<file path="src/common/drs_pkg.sv">
// shared constants and types for the display reset sequencer
package drs_pkg;
    // clock
    localparam int CLK_PERIOD_NS = 10;
    // pulse filter thresholds (ns)
    localparam int REJECT_NS = 5000;
    localparam int FULL_RESET_NS = 9000;
    // release limits per sleep mode (ms)
    localparam int RT_SLEEP_IN_MS = 5;
    localparam int RT_SLEEP_OUT_MS = 120;
    // blanking sequence length in sleep-out mode (ms), within the limit
    localparam int BLANK_SEQ_MS = 100;
    // least times round up
    localparam int REJECT_CYC = (REJECT_NS + CLK_PERIOD_NS - 1)
        / CLK_PERIOD_NS;
    localparam int FULL_RESET_CYC = (FULL_RESET_NS + CLK_PERIOD_NS - 1)
        / CLK_PERIOD_NS;
    // longest times round down
    localparam int RT_SLEEP_IN_CYC = RT_SLEEP_IN_MS * 1000000 / CLK_PERIOD_NS;
    localparam int RT_SLEEP_OUT_CYC = RT_SLEEP_OUT_MS * 1000000
        / CLK_PERIOD_NS;
    localparam int BLANK_SEQ_CYC = BLANK_SEQ_MS * 1000000 / CLK_PERIOD_NS;
    // counter widths
    localparam int FLT_W = 10;
    localparam int TMR_W = 24;

    typedef enum logic [1:0] {
        DRS_IDLE = 2'b00,
        DRS_HELD = 2'b01,
        DRS_LOAD = 2'b10
    } drs_phase_t;

    // outputs toward the rest of the controller
    typedef struct packed {
        logic display_blank;
        logic nvm_load_req;
        logic defaults_apply;
        logic reset_busy;
        logic ready;
    } drs_out_t;

    // whole state of the sequencer
    typedef struct packed {
        drs_phase_t st;
        logic sync1;
        logic sync2;
        logic [FLT_W-1:0] flt_cnt;
        logic [TMR_W-1:0] timer;
        logic sleep_out_cap;
        logic nvm_seen;
        drs_out_t o;
    } drs_state_t;

    // reset value: behaves like a freshly released pin reset
    localparam drs_state_t DRS_RESET_STATE = '{
        st: DRS_LOAD, sync1: 1'b1, sync2: 1'b1, flt_cnt: '0, timer: '0,
        sleep_out_cap: 1'b0, nvm_seen: 1'b0,
        o: '{display_blank: 1'b1, nvm_load_req: 1'b1, defaults_apply: 1'b1,
             reset_busy: 1'b1, ready: 1'b0}
    };
endpackage

</file>
<file path="src/core/drs_reset_seq.sv">
// reset pin filter, settings reload and blanking sequencer of the display
module drs_reset_seq
    import drs_pkg::*;
#(
    parameter int RT_IN_CYC = RT_SLEEP_IN_CYC,
    parameter int RT_OUT_CYC = RT_SLEEP_OUT_CYC,
    parameter int BLANK_CYC = BLANK_SEQ_CYC
) (
    input wire logic core_clk,
    input wire logic rstn,
    input wire logic hw_reset_n,
    input wire logic sleep_out_mode,
    input wire logic display_enable,
    input wire logic nvm_load_done,
    output drs_out_t drs_out
);

    drs_state_t q_reg;
    drs_state_t q_next;

    localparam logic [FLT_W-1:0] FLT_LAST = FLT_W'(REJECT_CYC - 1);
    // release is seen one filter window late, so the limit is shortened
    localparam int REL_LAG = REJECT_CYC;

    logic [TMR_W-1:0] limit;
    logic load_ok;

    // completion limit depends on the mode captured when reset began
    always_comb begin
        if (q_reg.sleep_out_cap) begin
            limit = TMR_W'(RT_OUT_CYC - REL_LAG - 1);
        end else begin
            limit = TMR_W'(RT_IN_CYC - REL_LAG - 1);
        end
        load_ok = q_reg.nvm_seen || nvm_load_done;
    end

    // next-state logic
    always_comb begin
        q_next = q_reg;
        // pin crosses in through two flops; only sync2 is read below
        q_next.sync1 = hw_reset_n;
        q_next.sync2 = q_reg.sync1;
        q_next.o.defaults_apply = 1'b0;
        unique case (q_reg.st)
            DRS_IDLE: begin
                q_next.o.display_blank = ~display_enable;
                if (!q_reg.sync2) begin
                    q_next.flt_cnt = q_reg.flt_cnt + FLT_W'(1);
                    // accepted at 5us, so every pulse past 9us resets
                    if (q_reg.flt_cnt == FLT_LAST) begin
                        q_next.st = DRS_HELD;
                        q_next.flt_cnt = '0;
                        q_next.sleep_out_cap = sleep_out_mode;
                        q_next.o.display_blank = 1'b1;
                        q_next.o.reset_busy = 1'b1;
                        q_next.o.ready = 1'b0;
                        q_next.o.defaults_apply = 1'b1;
                    end
                end else begin
                    q_next.flt_cnt = '0; // short low pulse dropped
                end
            end
            DRS_HELD: begin
                q_next.o.defaults_apply = 1'b1;
                q_next.o.display_blank = 1'b1;
                if (q_reg.sync2) begin
                    q_next.flt_cnt = q_reg.flt_cnt + FLT_W'(1);
                    if (q_reg.flt_cnt == FLT_LAST) begin
                        q_next.st = DRS_LOAD;
                        q_next.flt_cnt = '0;
                        q_next.timer = '0;
                        q_next.nvm_seen = 1'b0;
                        q_next.o.nvm_load_req = 1'b1;
                    end
                end else begin
                    // a high glitch inside the held reset is ignored
                    q_next.flt_cnt = '0;
                end
            end
            DRS_LOAD: begin
                q_next.o.display_blank = 1'b1;
                q_next.timer = q_reg.timer + TMR_W'(1);
                if (nvm_load_done) begin
                    q_next.nvm_seen = 1'b1;
                    q_next.o.nvm_load_req = 1'b0;
                end
                // low samples keep counting into idle, so a pulse that
                // spans a forced end is not shortened by the hand-over
                if (!q_reg.sync2) begin
                    q_next.flt_cnt = q_reg.flt_cnt + FLT_W'(1);
                end else begin
                    q_next.flt_cnt = '0;
                end
                if (!q_reg.sync2 && q_reg.flt_cnt == FLT_LAST) begin
                    // a fresh valid pulse restarts the reset but keeps the sleep mode captured before
                    q_next.st = DRS_HELD;
                    q_next.flt_cnt = '0;
                    q_next.o.nvm_load_req = 1'b0;
                    q_next.o.defaults_apply = 1'b1;
                end else if ((q_reg.sync2 && load_ok &&
                        (!q_reg.sleep_out_cap ||
                         q_reg.timer >= TMR_W'(BLANK_CYC - REL_LAG)))
                        || q_reg.timer >= limit) begin
                    // sleep-in needs only the load; sleep-out also waits
                    // out the blanking sequence; the limit ends it even
                    // while a short low glitch is still being filtered
                    q_next.st = DRS_IDLE;
                    q_next.o.nvm_load_req = 1'b0;
                    q_next.o.defaults_apply = 1'b1;
                    q_next.o.reset_busy = 1'b0;
                    q_next.o.ready = 1'b1;
                end
            end
            default: begin
                q_next = DRS_RESET_STATE;
            end
        endcase
    end

    // state register; the run counters below only feed the checks
    always_ff @(posedge core_clk or negedge rstn) begin
        if (!rstn) begin
            q_reg <= DRS_RESET_STATE;
        end else begin
            q_reg <= q_next;
        end
    end

    assign drs_out = q_reg.o;

    // helper run-length counters on the synced pin, for checking only
    logic [FLT_W-1:0] low_run;
    logic [FLT_W-1:0] high_run;
    always_ff @(posedge core_clk or negedge rstn) begin
        if (!rstn) begin
            low_run <= '0;
            high_run <= '0;
        end else begin
            low_run <= q_reg.sync2 ? '0 :
                (&low_run ? low_run : low_run + FLT_W'(1));
            high_run <= !q_reg.sync2 ? '0 :
                (&high_run ? high_run : high_run + FLT_W'(1));
        end
    end
endmodule

</file>
<file path="config.mk">
export PLATFORM = sky130hd
export DESIGN_NAME = drs_reset_seq
export DESIGN_NICKNAME = d
export VERILOG_FILES = /design/src/common/drs_pkg.sv /design/src/core/drs_reset_seq.sv
export SDC_FILE = /design/constraint.sdc
export NUM_CORES = 1
export LEC_CHECK = 0
export ABC_AREA = 1
export BUFFER_PORTS_ARGS = -buffer_cell sky130_fd_sc_hd__buf_2
export CAP_MARGIN = 0
export CELL_PAD_IN_SITES_DETAIL_PLACEMENT = 1
export CELL_PAD_IN_SITES_GLOBAL_PLACEMENT = 2
export CORE_UTILIZATION = 36
export CTS_BUF_LIST = sky130_fd_sc_hd__clkbuf_4 sky130_fd_sc_hd__clkbuf_8 sky130_fd_sc_hd__clkbuf_16
export CTS_CLUSTER_DIAMETER = 40
export DETAILED_ROUTE_END_ITERATION = 6
export GPL_ROUTABILITY_DRIVEN = 1
export GPL_TIMING_DRIVEN = 0
export PLACE_DENSITY_LB_ADDON = 0.2
export SLEW_MARGIN = 20
export SYNTH_ARGS = -nofsm -noshare
export SYNTH_HDL_FRONTEND = slang
export SYNTH_SLANG_ARGS = --single-unit
</file>
<file path="constraint.sdc">
create_clock -name core_clk -period 2 [get_ports core_clk]
set_input_delay 0.2 -clock core_clk [delete_from_list [all_inputs] [get_ports core_clk]]
set_output_delay 0.2 -clock core_clk [all_outputs]
set_load 0.005 [all_outputs]
</file>
Yosys cells after proc, flatten, opt, wreduce, memory -nomap -nowiden
Cells that the tools add are included.

Bits of input ports: 6. ROM bits: 0. Latch bits: 0. Memories kept: 0. Flip-flop bits (word level): 45. Word-level logic and storage cells: 88. Output and inout port bits: 5. RAM bits: 0.

Reduce and logical (&&, ||, !) cells: 17. Bitwise operators: 4. Shift-type cells: 0. $mul: 0. Mux-type cells: 39. Div/mod/pow operators: 0. Equal/unequal tests: 12. Magnitude comparators: 2. Add/sub/neg operators: 2.

Operators by type and width (count): $pmux W24 S3 (1); $mux W10 (5); $mux W24 (2); $mux W34 (1); $pmux W10 S3 (1); $add A24 B1 Y24 const B (1); $ge A24 B24 Y1 (1); $ge A24 B24 Y1 const B (1); $mux W2 (9); $ne A2 B2 Y1 const B (7); $pmux W2 S3 (2); $mux W1 (11); $add A10 B1 Y10 const B (1); $eq A10 B9 Y1 const B (1); $reduce_and A5 Y1 (2); $reduce_and A4 Y1 (2); $mux W3 (2); $pmux W1 S3 (2); $reduce_and A3 Y1 (2); $mux W4 (1); $ne A4 B4 Y1 const B (1); $not A1 Y1 (4); $pmux W1 S2 (2); $logic_and A1 B1 Y1 (3); 8 further kinds (11).

Longest topological paths before layout
Gate-level depths: netlist (run 1).

Depth after elaboration: 7. Depth in mapped cells: 14. Mapped depth without buffers: 14.

Worst setup path after synthesis (run 1)
No wires, ideal clock.

Path kind: reg-to-reg. Start point: register q_reg[31] (netlist name). End point: register q_reg[17] (netlist name). Stages on the path, launching flop included: 12. Path slack: 0.191 ns. Required time: 1.870 ns. Buffers on the path: 1. Setup time: 0.130 ns. Period minus slack after synthesis: 1.809 ns. Arrival: 1.679 ns. Path through: dfrtp_1 -> ha_1 -> inv_1 -> nor3_1 -> nand2_2 -> inv_2 -> nand2_2 -> o21ai_4 -> nand2_4 -> buf_2 -> a21oi_1 -> a2bb2oi_1.

Cells in the longest elaborated chain, start to end: 3.

Ends and longest elaborated chain: from (decl) (RTL line drs_reset_seq.sv:18) `drs_state_t q_reg;`; from (signal assigned) (RTL line drs_reset_seq.sv:126) `q_reg <= q_next;`; $eq A10 B9 Y1 (RTL line drs_reset_seq.sv:69) `if (q_reg.flt_cnt == FLT_LAST) begin`; $ne A2 B2 Y1 (no line); $reduce_and A3 Y1 (no line).

Every way passes these cells. A chain may end at the register's enable or synchronous reset.

Worst setup path after layout (run 1)
Start point: register q_reg[32] (netlist name). End point: register q_reg[7] (netlist name).

The elaborated chain is that of the path after synthesis.

==> results.cfg, run 1 <==
[run]
cap_violations = 0

[timing]
whs_ns = 0.00972
tns_ns = 0
hold_viol = 0
setup_viol_count_final = 0
fmaxAchievable_ghz = 0.522
fin_crit_ns = 1.91
worst_pin_slew_ns = 0.615
max_slew_margin = 0.590
clock_skew_ns = 0.00946
finalMaxSlewViolations = 0
rsz0062_at_grt = yes
layout_setup_ws_ns = 0.0851
min_period_over_period = 0.957

[layout]
fin_area_um2 = 3700
final_common_cell = nand2_1
fin_util = 0.469
mostFrequentLayoutCells = nand2_1, inv_1, nor2_1
syn2layout_area_growth_pct = 23.1
fin_nets = 472
final_cells = 555
fillers = 996
diodes = 0
largest_reg_flops = 40
drive_gt1_frac = 0.243

[floorplanning]
dieArea_um2 = 8720
row_count = 32
core_um2 = 7890
start_util = 0.381
die_w_um = 93.4
io_pins = 11
die_h_um = 93.4

[route]
num_vias = 2797
routed_wl_um = 9100
ant_nets = 0
route.detailed.drc = 0
wl_per_cell_um = 16.4
dr.pass1.iters = 4
vias_per_cell = 5.04
drt_iter0_drc = 113

[clock_network]
cts_buffers = 5
cts.sinks = 45
cts_tree = done
root_buffer = clkbuf_8
h-tree-depth = 2
clk_latency_ns = 0.31
cts.reportedPaths.clkPinSlew_ns = 0.09
cts.path.max_buffers = 2

[synthesis]
syn_inst = 418
yosys_warnings = 0
syn_area_um2 = 3010
syn_avg_cell_area_um2 = 7.19
yosys_most_used_dff = dfrtp_1
synth.net_count = 438
async_reset_ff_frac = 1.00
ys_seq_area_frac = 0.378
ys_types = 34
ys_seq_elements = 45
synth_edf_count = 0

[setup_path]
crit_type = flip-flop to flip-flop
start_kind = flip-flop
worstReg2RegStart = q_reg[32]
worstPathArrival_ns = 2.15
endpoint_kind = flip-flop
worstPathRequired_ns = 2.24
cp_max_fo = 7
critPathLaunch = q_reg[32]

[run_status]
status = completed

[grt]
grt_use_total = 0.221
grt_overflow_total = 0
grt_max_degree = 46
antenna_found_initial = 0
grt_first_pass_wirelength_um = 14600
grt_pass1_vias = 2963

[pwr]
p_leak_nw = 1.77
p_total_mw = 1.74
vdd_drop_max_mv = 0.224
powerDensity_nw_per_um2 = 471

[worst_hold_path]
hold_path_class = input pin to flip-flop
hold_start = display_enable

[placement]
gp_congestion = 0.857
placed_area_um2 = 3180
post-dp-hpwl_um = 6430
place_inst = 530
io_buffers = 10
pre_cts_ws_ns = -0.251
## cell families after synthesis
| family | share of synthesized area |
|---|---|
| flip-flops | 0.378 |
| AO/OA/AOI/OAI | 0.0874 |
| AND/OR/NAND/NOR | 0.338 |
| adder cells (fa/ha/maj) | 0.0583 |
| buffers and inverters | 0.100 |
| XOR/XNOR | 0.0379 |
## timing repair
action | CTS | global route
resized for setup | 8 | 56
pin swaps | 2 | 12
endpoints found under the setup margin | 30 | 32
hold buffers | 0 | 1
buffers inserted | 7 | 7
hold endpoints to repair | 0 | 38
cloned | 0 | 2
## metal layers
layer / global-route usage / share of wire / wire, um / vias up
li1: - / - / - / 1405
met1: 0.272 / 0.46 / 4160 / 1362
met2: 0.406 / 0.51 / 4680 / 20
met3: 0.0301 / 0.015 / 137 / 10
met4: 0.0538 / 0.013 / 119 / 0
met5: 0 / 0 / 0 / -
## worst paths after layout
kind | cells after the start | slack (ns) | end
min in group asynchronous | 2 | 0.44 | q_reg[33]
min | 2 | 0.01 | drs_out[4]
max | 13 | 0.09 | q_reg[7]
max in group asynchronous | 2 | 1.12 | q_reg[22]
max reg2reg | 13 | 0.09 | q_reg[7]
min reg2reg | 2 | 0.47 | drs_out[3]
## final cells by class
type / instances / area, um^2 / area share
Tap cell: 102 / 128 / 0.0345
Clock buffer: 6 / 82.6 / 0.0223
Inverter: 59 / 229 / 0.0619
Buffer: 11 / 103 / 0.0277
Clock inverter: 2 / 37.5 / 0.0101
Multi-Input combinational cell: 303 / 1750 / 0.474
Sequential cell: 45 / 1140 / 0.307
Timing Repair Buffer: 27 / 230 / 0.0622
## critical path, stage by stage (launching register included)
cell       delay (ns)
dfrtp_1          0.40
ha_4             0.17
inv_4            0.04
nor3_4           0.16
nand2_2          0.08
inv_2            0.07
nand2_4          0.07
o21ai_4          0.18
nand2_4          0.13
inv_6            0.10
buf_12           0.13
clkbuf_16        0.15
nand3_1          0.06
o21ai_1          0.09
## report_power, final
group          internal, mW  switching, mW  total, mW
clock network         0.407          0.347      0.754
logic                0.0238         0.0386     0.0624
registers             0.918        0.00680      0.925
## synthesized netlist by cell type, types with 3 or more instances
cell | instances | share of area
nand2_1 | 102 | 0.13
nor2_1 | 56 | 0.070
inv_1 | 55 | 0.069
dfrtp_1 | 38 | 0.32
nand3_1 | 26 | 0.043
nor3_1 | 18 | 0.030
o21ai_0 | 16 | 0.027
a21oi_1 | 14 | 0.023
ha_1 | 14 | 0.058
nand4_1 | 13 | 0.027
xor2_1 | 11 | 0.032
dfstp_2 | 7 | 0.061
o21ai_1 | 6 | 0.010
buf_4 | 5 | 0.012
buf_2 | 4 | 0.0067
inv_2 | 4 | 0.0050
or2_2 | 4 | 0.0083
nand2_2 | 3 | 0.0062
nor3b_1 | 3 | 0.0075
nor4_1 | 3 | 0.0062
(Power assumes the default switching activity.)
==> run 2: changes to the inputs <==
CORE_UTILIZATION = 33   (was 36)
clock period = 1.65 ns   (was 2 ns; I/O delays follow)
==> results.cfg, run 2 (synthesis results as in run 1) <==
[route]
vias_per_cell = 5.01
topRoutingLayerUsed = met4
wl_met3_um = 171
dr.pass1.iters = 4
wl_per_cell_um = 15.8
num_vias = 2828
wl_met1_um = 4210
routed_wl_um = 8940
met2RoutedLength_um = 4440
ant_nets = 0
drt_iter0_drc = 80
route.detailed.drc = 0

[layout]
multi_input_area_um2 = 1830
diodes = 0
syn2layout_area_growth_pct = 27.3
fin_util = 0.436
final_cells = 565
largest_reg_flops = 40
final_common_cell = nand2_1
drive_gt1_frac = 0.278
seq_area_um2 = 1140
fin_area_um2 = 3820
fillers = 1097
fin_nets = 476
mostFrequentLayoutCells = nand2_1, inv_1, nor2_1

[timing]
whs_ns = 0.0483
clock_skew_ns = 0.00943
finalMaxSlewViolations = 0
rsz0062_at_grt = yes
layout_setup_ws_ns = -0.270
fmaxAchievable_ghz = 0.521
max_slew_margin = 0.593
min_period_over_period = 1.16
hold_viol = 0
worst_pin_slew_ns = 0.610
fin_crit_ns = 1.92
setup_viol_count_final = 41

[floorplanning]
die_h_um = 97.4
die_w_um = 97.4
io_pins = 11
core_um2 = 8760
row_count = 34
dieArea_um2 = 9490
start_util = 0.343

[pwr]
p_leak_nw = 1.80
p_total_mw = 2.07
powerDensity_nw_per_um2 = 541
vdd_drop_max_mv = 0.344

[clock_network]
cts_buffers = 5
clk_latency_ns = 0.31
cts.sinks = 45
cts.reportedPaths.clkPinSlew_ns = 0.09
root_buffer = clkbuf_8
h-tree-depth = 2
cts.path.max_buffers = 2
cts_tree = done

[worst_hold_path]
hold_path_class = input pin to flip-flop

[setup_path]
crit_type = flip-flop to flip-flop
start_kind = flip-flop
critical_path.slowest_cell = dfrtp_1
crit_chain = ha_2 -> inv_2 -> nor3_4 -> nand2_2 -> inv_2 -> nand2_4 -> o21ai_4 -> nand2_4 -> buf_4 -> buf_8 -> a21oi_4 -> a2bb2oi_1
cp_max_fo = 10
worstPathRequired_ns = 1.84
cpPeakStageDelay_ns = 0.36
endpoint_kind = flip-flop
worstPathArrival_ns = 2.11

[grt]
grt_pass1_vias = 2863
grt_overflow_total = 0
grt_first_pass_wirelength_um = 14400
grt_use_total = 0.191
grt_max_degree = 46
antenna_found_initial = 0

[placement]
placed_area_um2 = 3230
io_buffers = 10
place_inst = 536
gp_congestion = 0.866
post-dp-hpwl_um = 6280

[run_status]
status = complete, but fails checks
violations = negative setup slack

[run]
cap_violations = 0
run 2: layout make-up:
cell class / instances / share of cell area
multi-input combinational: 303 / 0.480
clock buffer: 6 / 0.0200
tap: 108 / 0.0353
clock inverter: 2 / 0.00916
inverter: 59 / 0.0605
buffer: 11 / 0.0307
timing repair buffer: 31 / 0.0664
sequential: 45 / 0.298
run 2: critical path, delay by kind of cell (launching register included):
kind / cells / cell delay [ns]
AO/OA/AOI/OAI: 3 / 0.43
flip-flops: 1 / 0.36
adder cells (fa/ha/maj): 1 / 0.19
AND/OR/NAND/NOR: 4 / 0.40
buffers and inverters: 4 / 0.41
run 2: power breakdown:
| part | leakage, nW | switching, mW | internal (mW) |
|---|---|---|---|
| Clock | 0.0586 | 0.407 | 0.467 |
| Sequential | 0.570 | 0.00625 | 1.11 |
| Combinational | 1.17 | 0.0470 | 0.0280 |
| Total | 1.80 | 0.461 | 1.61 |
run 2: final timing paths:
check	from	to	slack [ns]	cells after the start
worst min-delay path	hw_reset_n	q_reg[42]	0.05	2
worst max-delay path	q_reg[32]	q_reg[17]	-0.27	12
worst min register to register	drs_out[3]	drs_out[3]	0.46	2
min in group asynchronous	rstn	q_reg[38]	0.39	2
worst max register to register	q_reg[32]	q_reg[17]	-0.27	12
max in group asynchronous	rstn	q_reg[17]	0.79	2
run 2: routing by layer:
layer / track usage / vias to the layer above
met4: 0.0475 / 0
met5: 0 / -
met1: 0.252 / 1377
li1: - / 1416
met2: 0.330 / 25
met3: 0.0252 / 10
run 2: what timing repair did:
item | in CTS | in global routing
cloned | 0 | 2
hold buffers | 1 | 1
buffers inserted | 7 | 10
resized for setup | 29 | 46
endpoints found under the hold margin | 1 | 38
setup endpoints to repair | 41 | 42
pin swaps | 9 | 6
run 2: through the flow:
step | setup TNS, ns | worst slack [ns]
after floorplan | -1.51 | -0.0899
after global placement | -13.35 | -0.528
after detailed placement | -14.35 | -0.522
after CTS | -7.47 | -0.243
after global routing | -13.90 | -0.418
final | -7.47 | -0.270
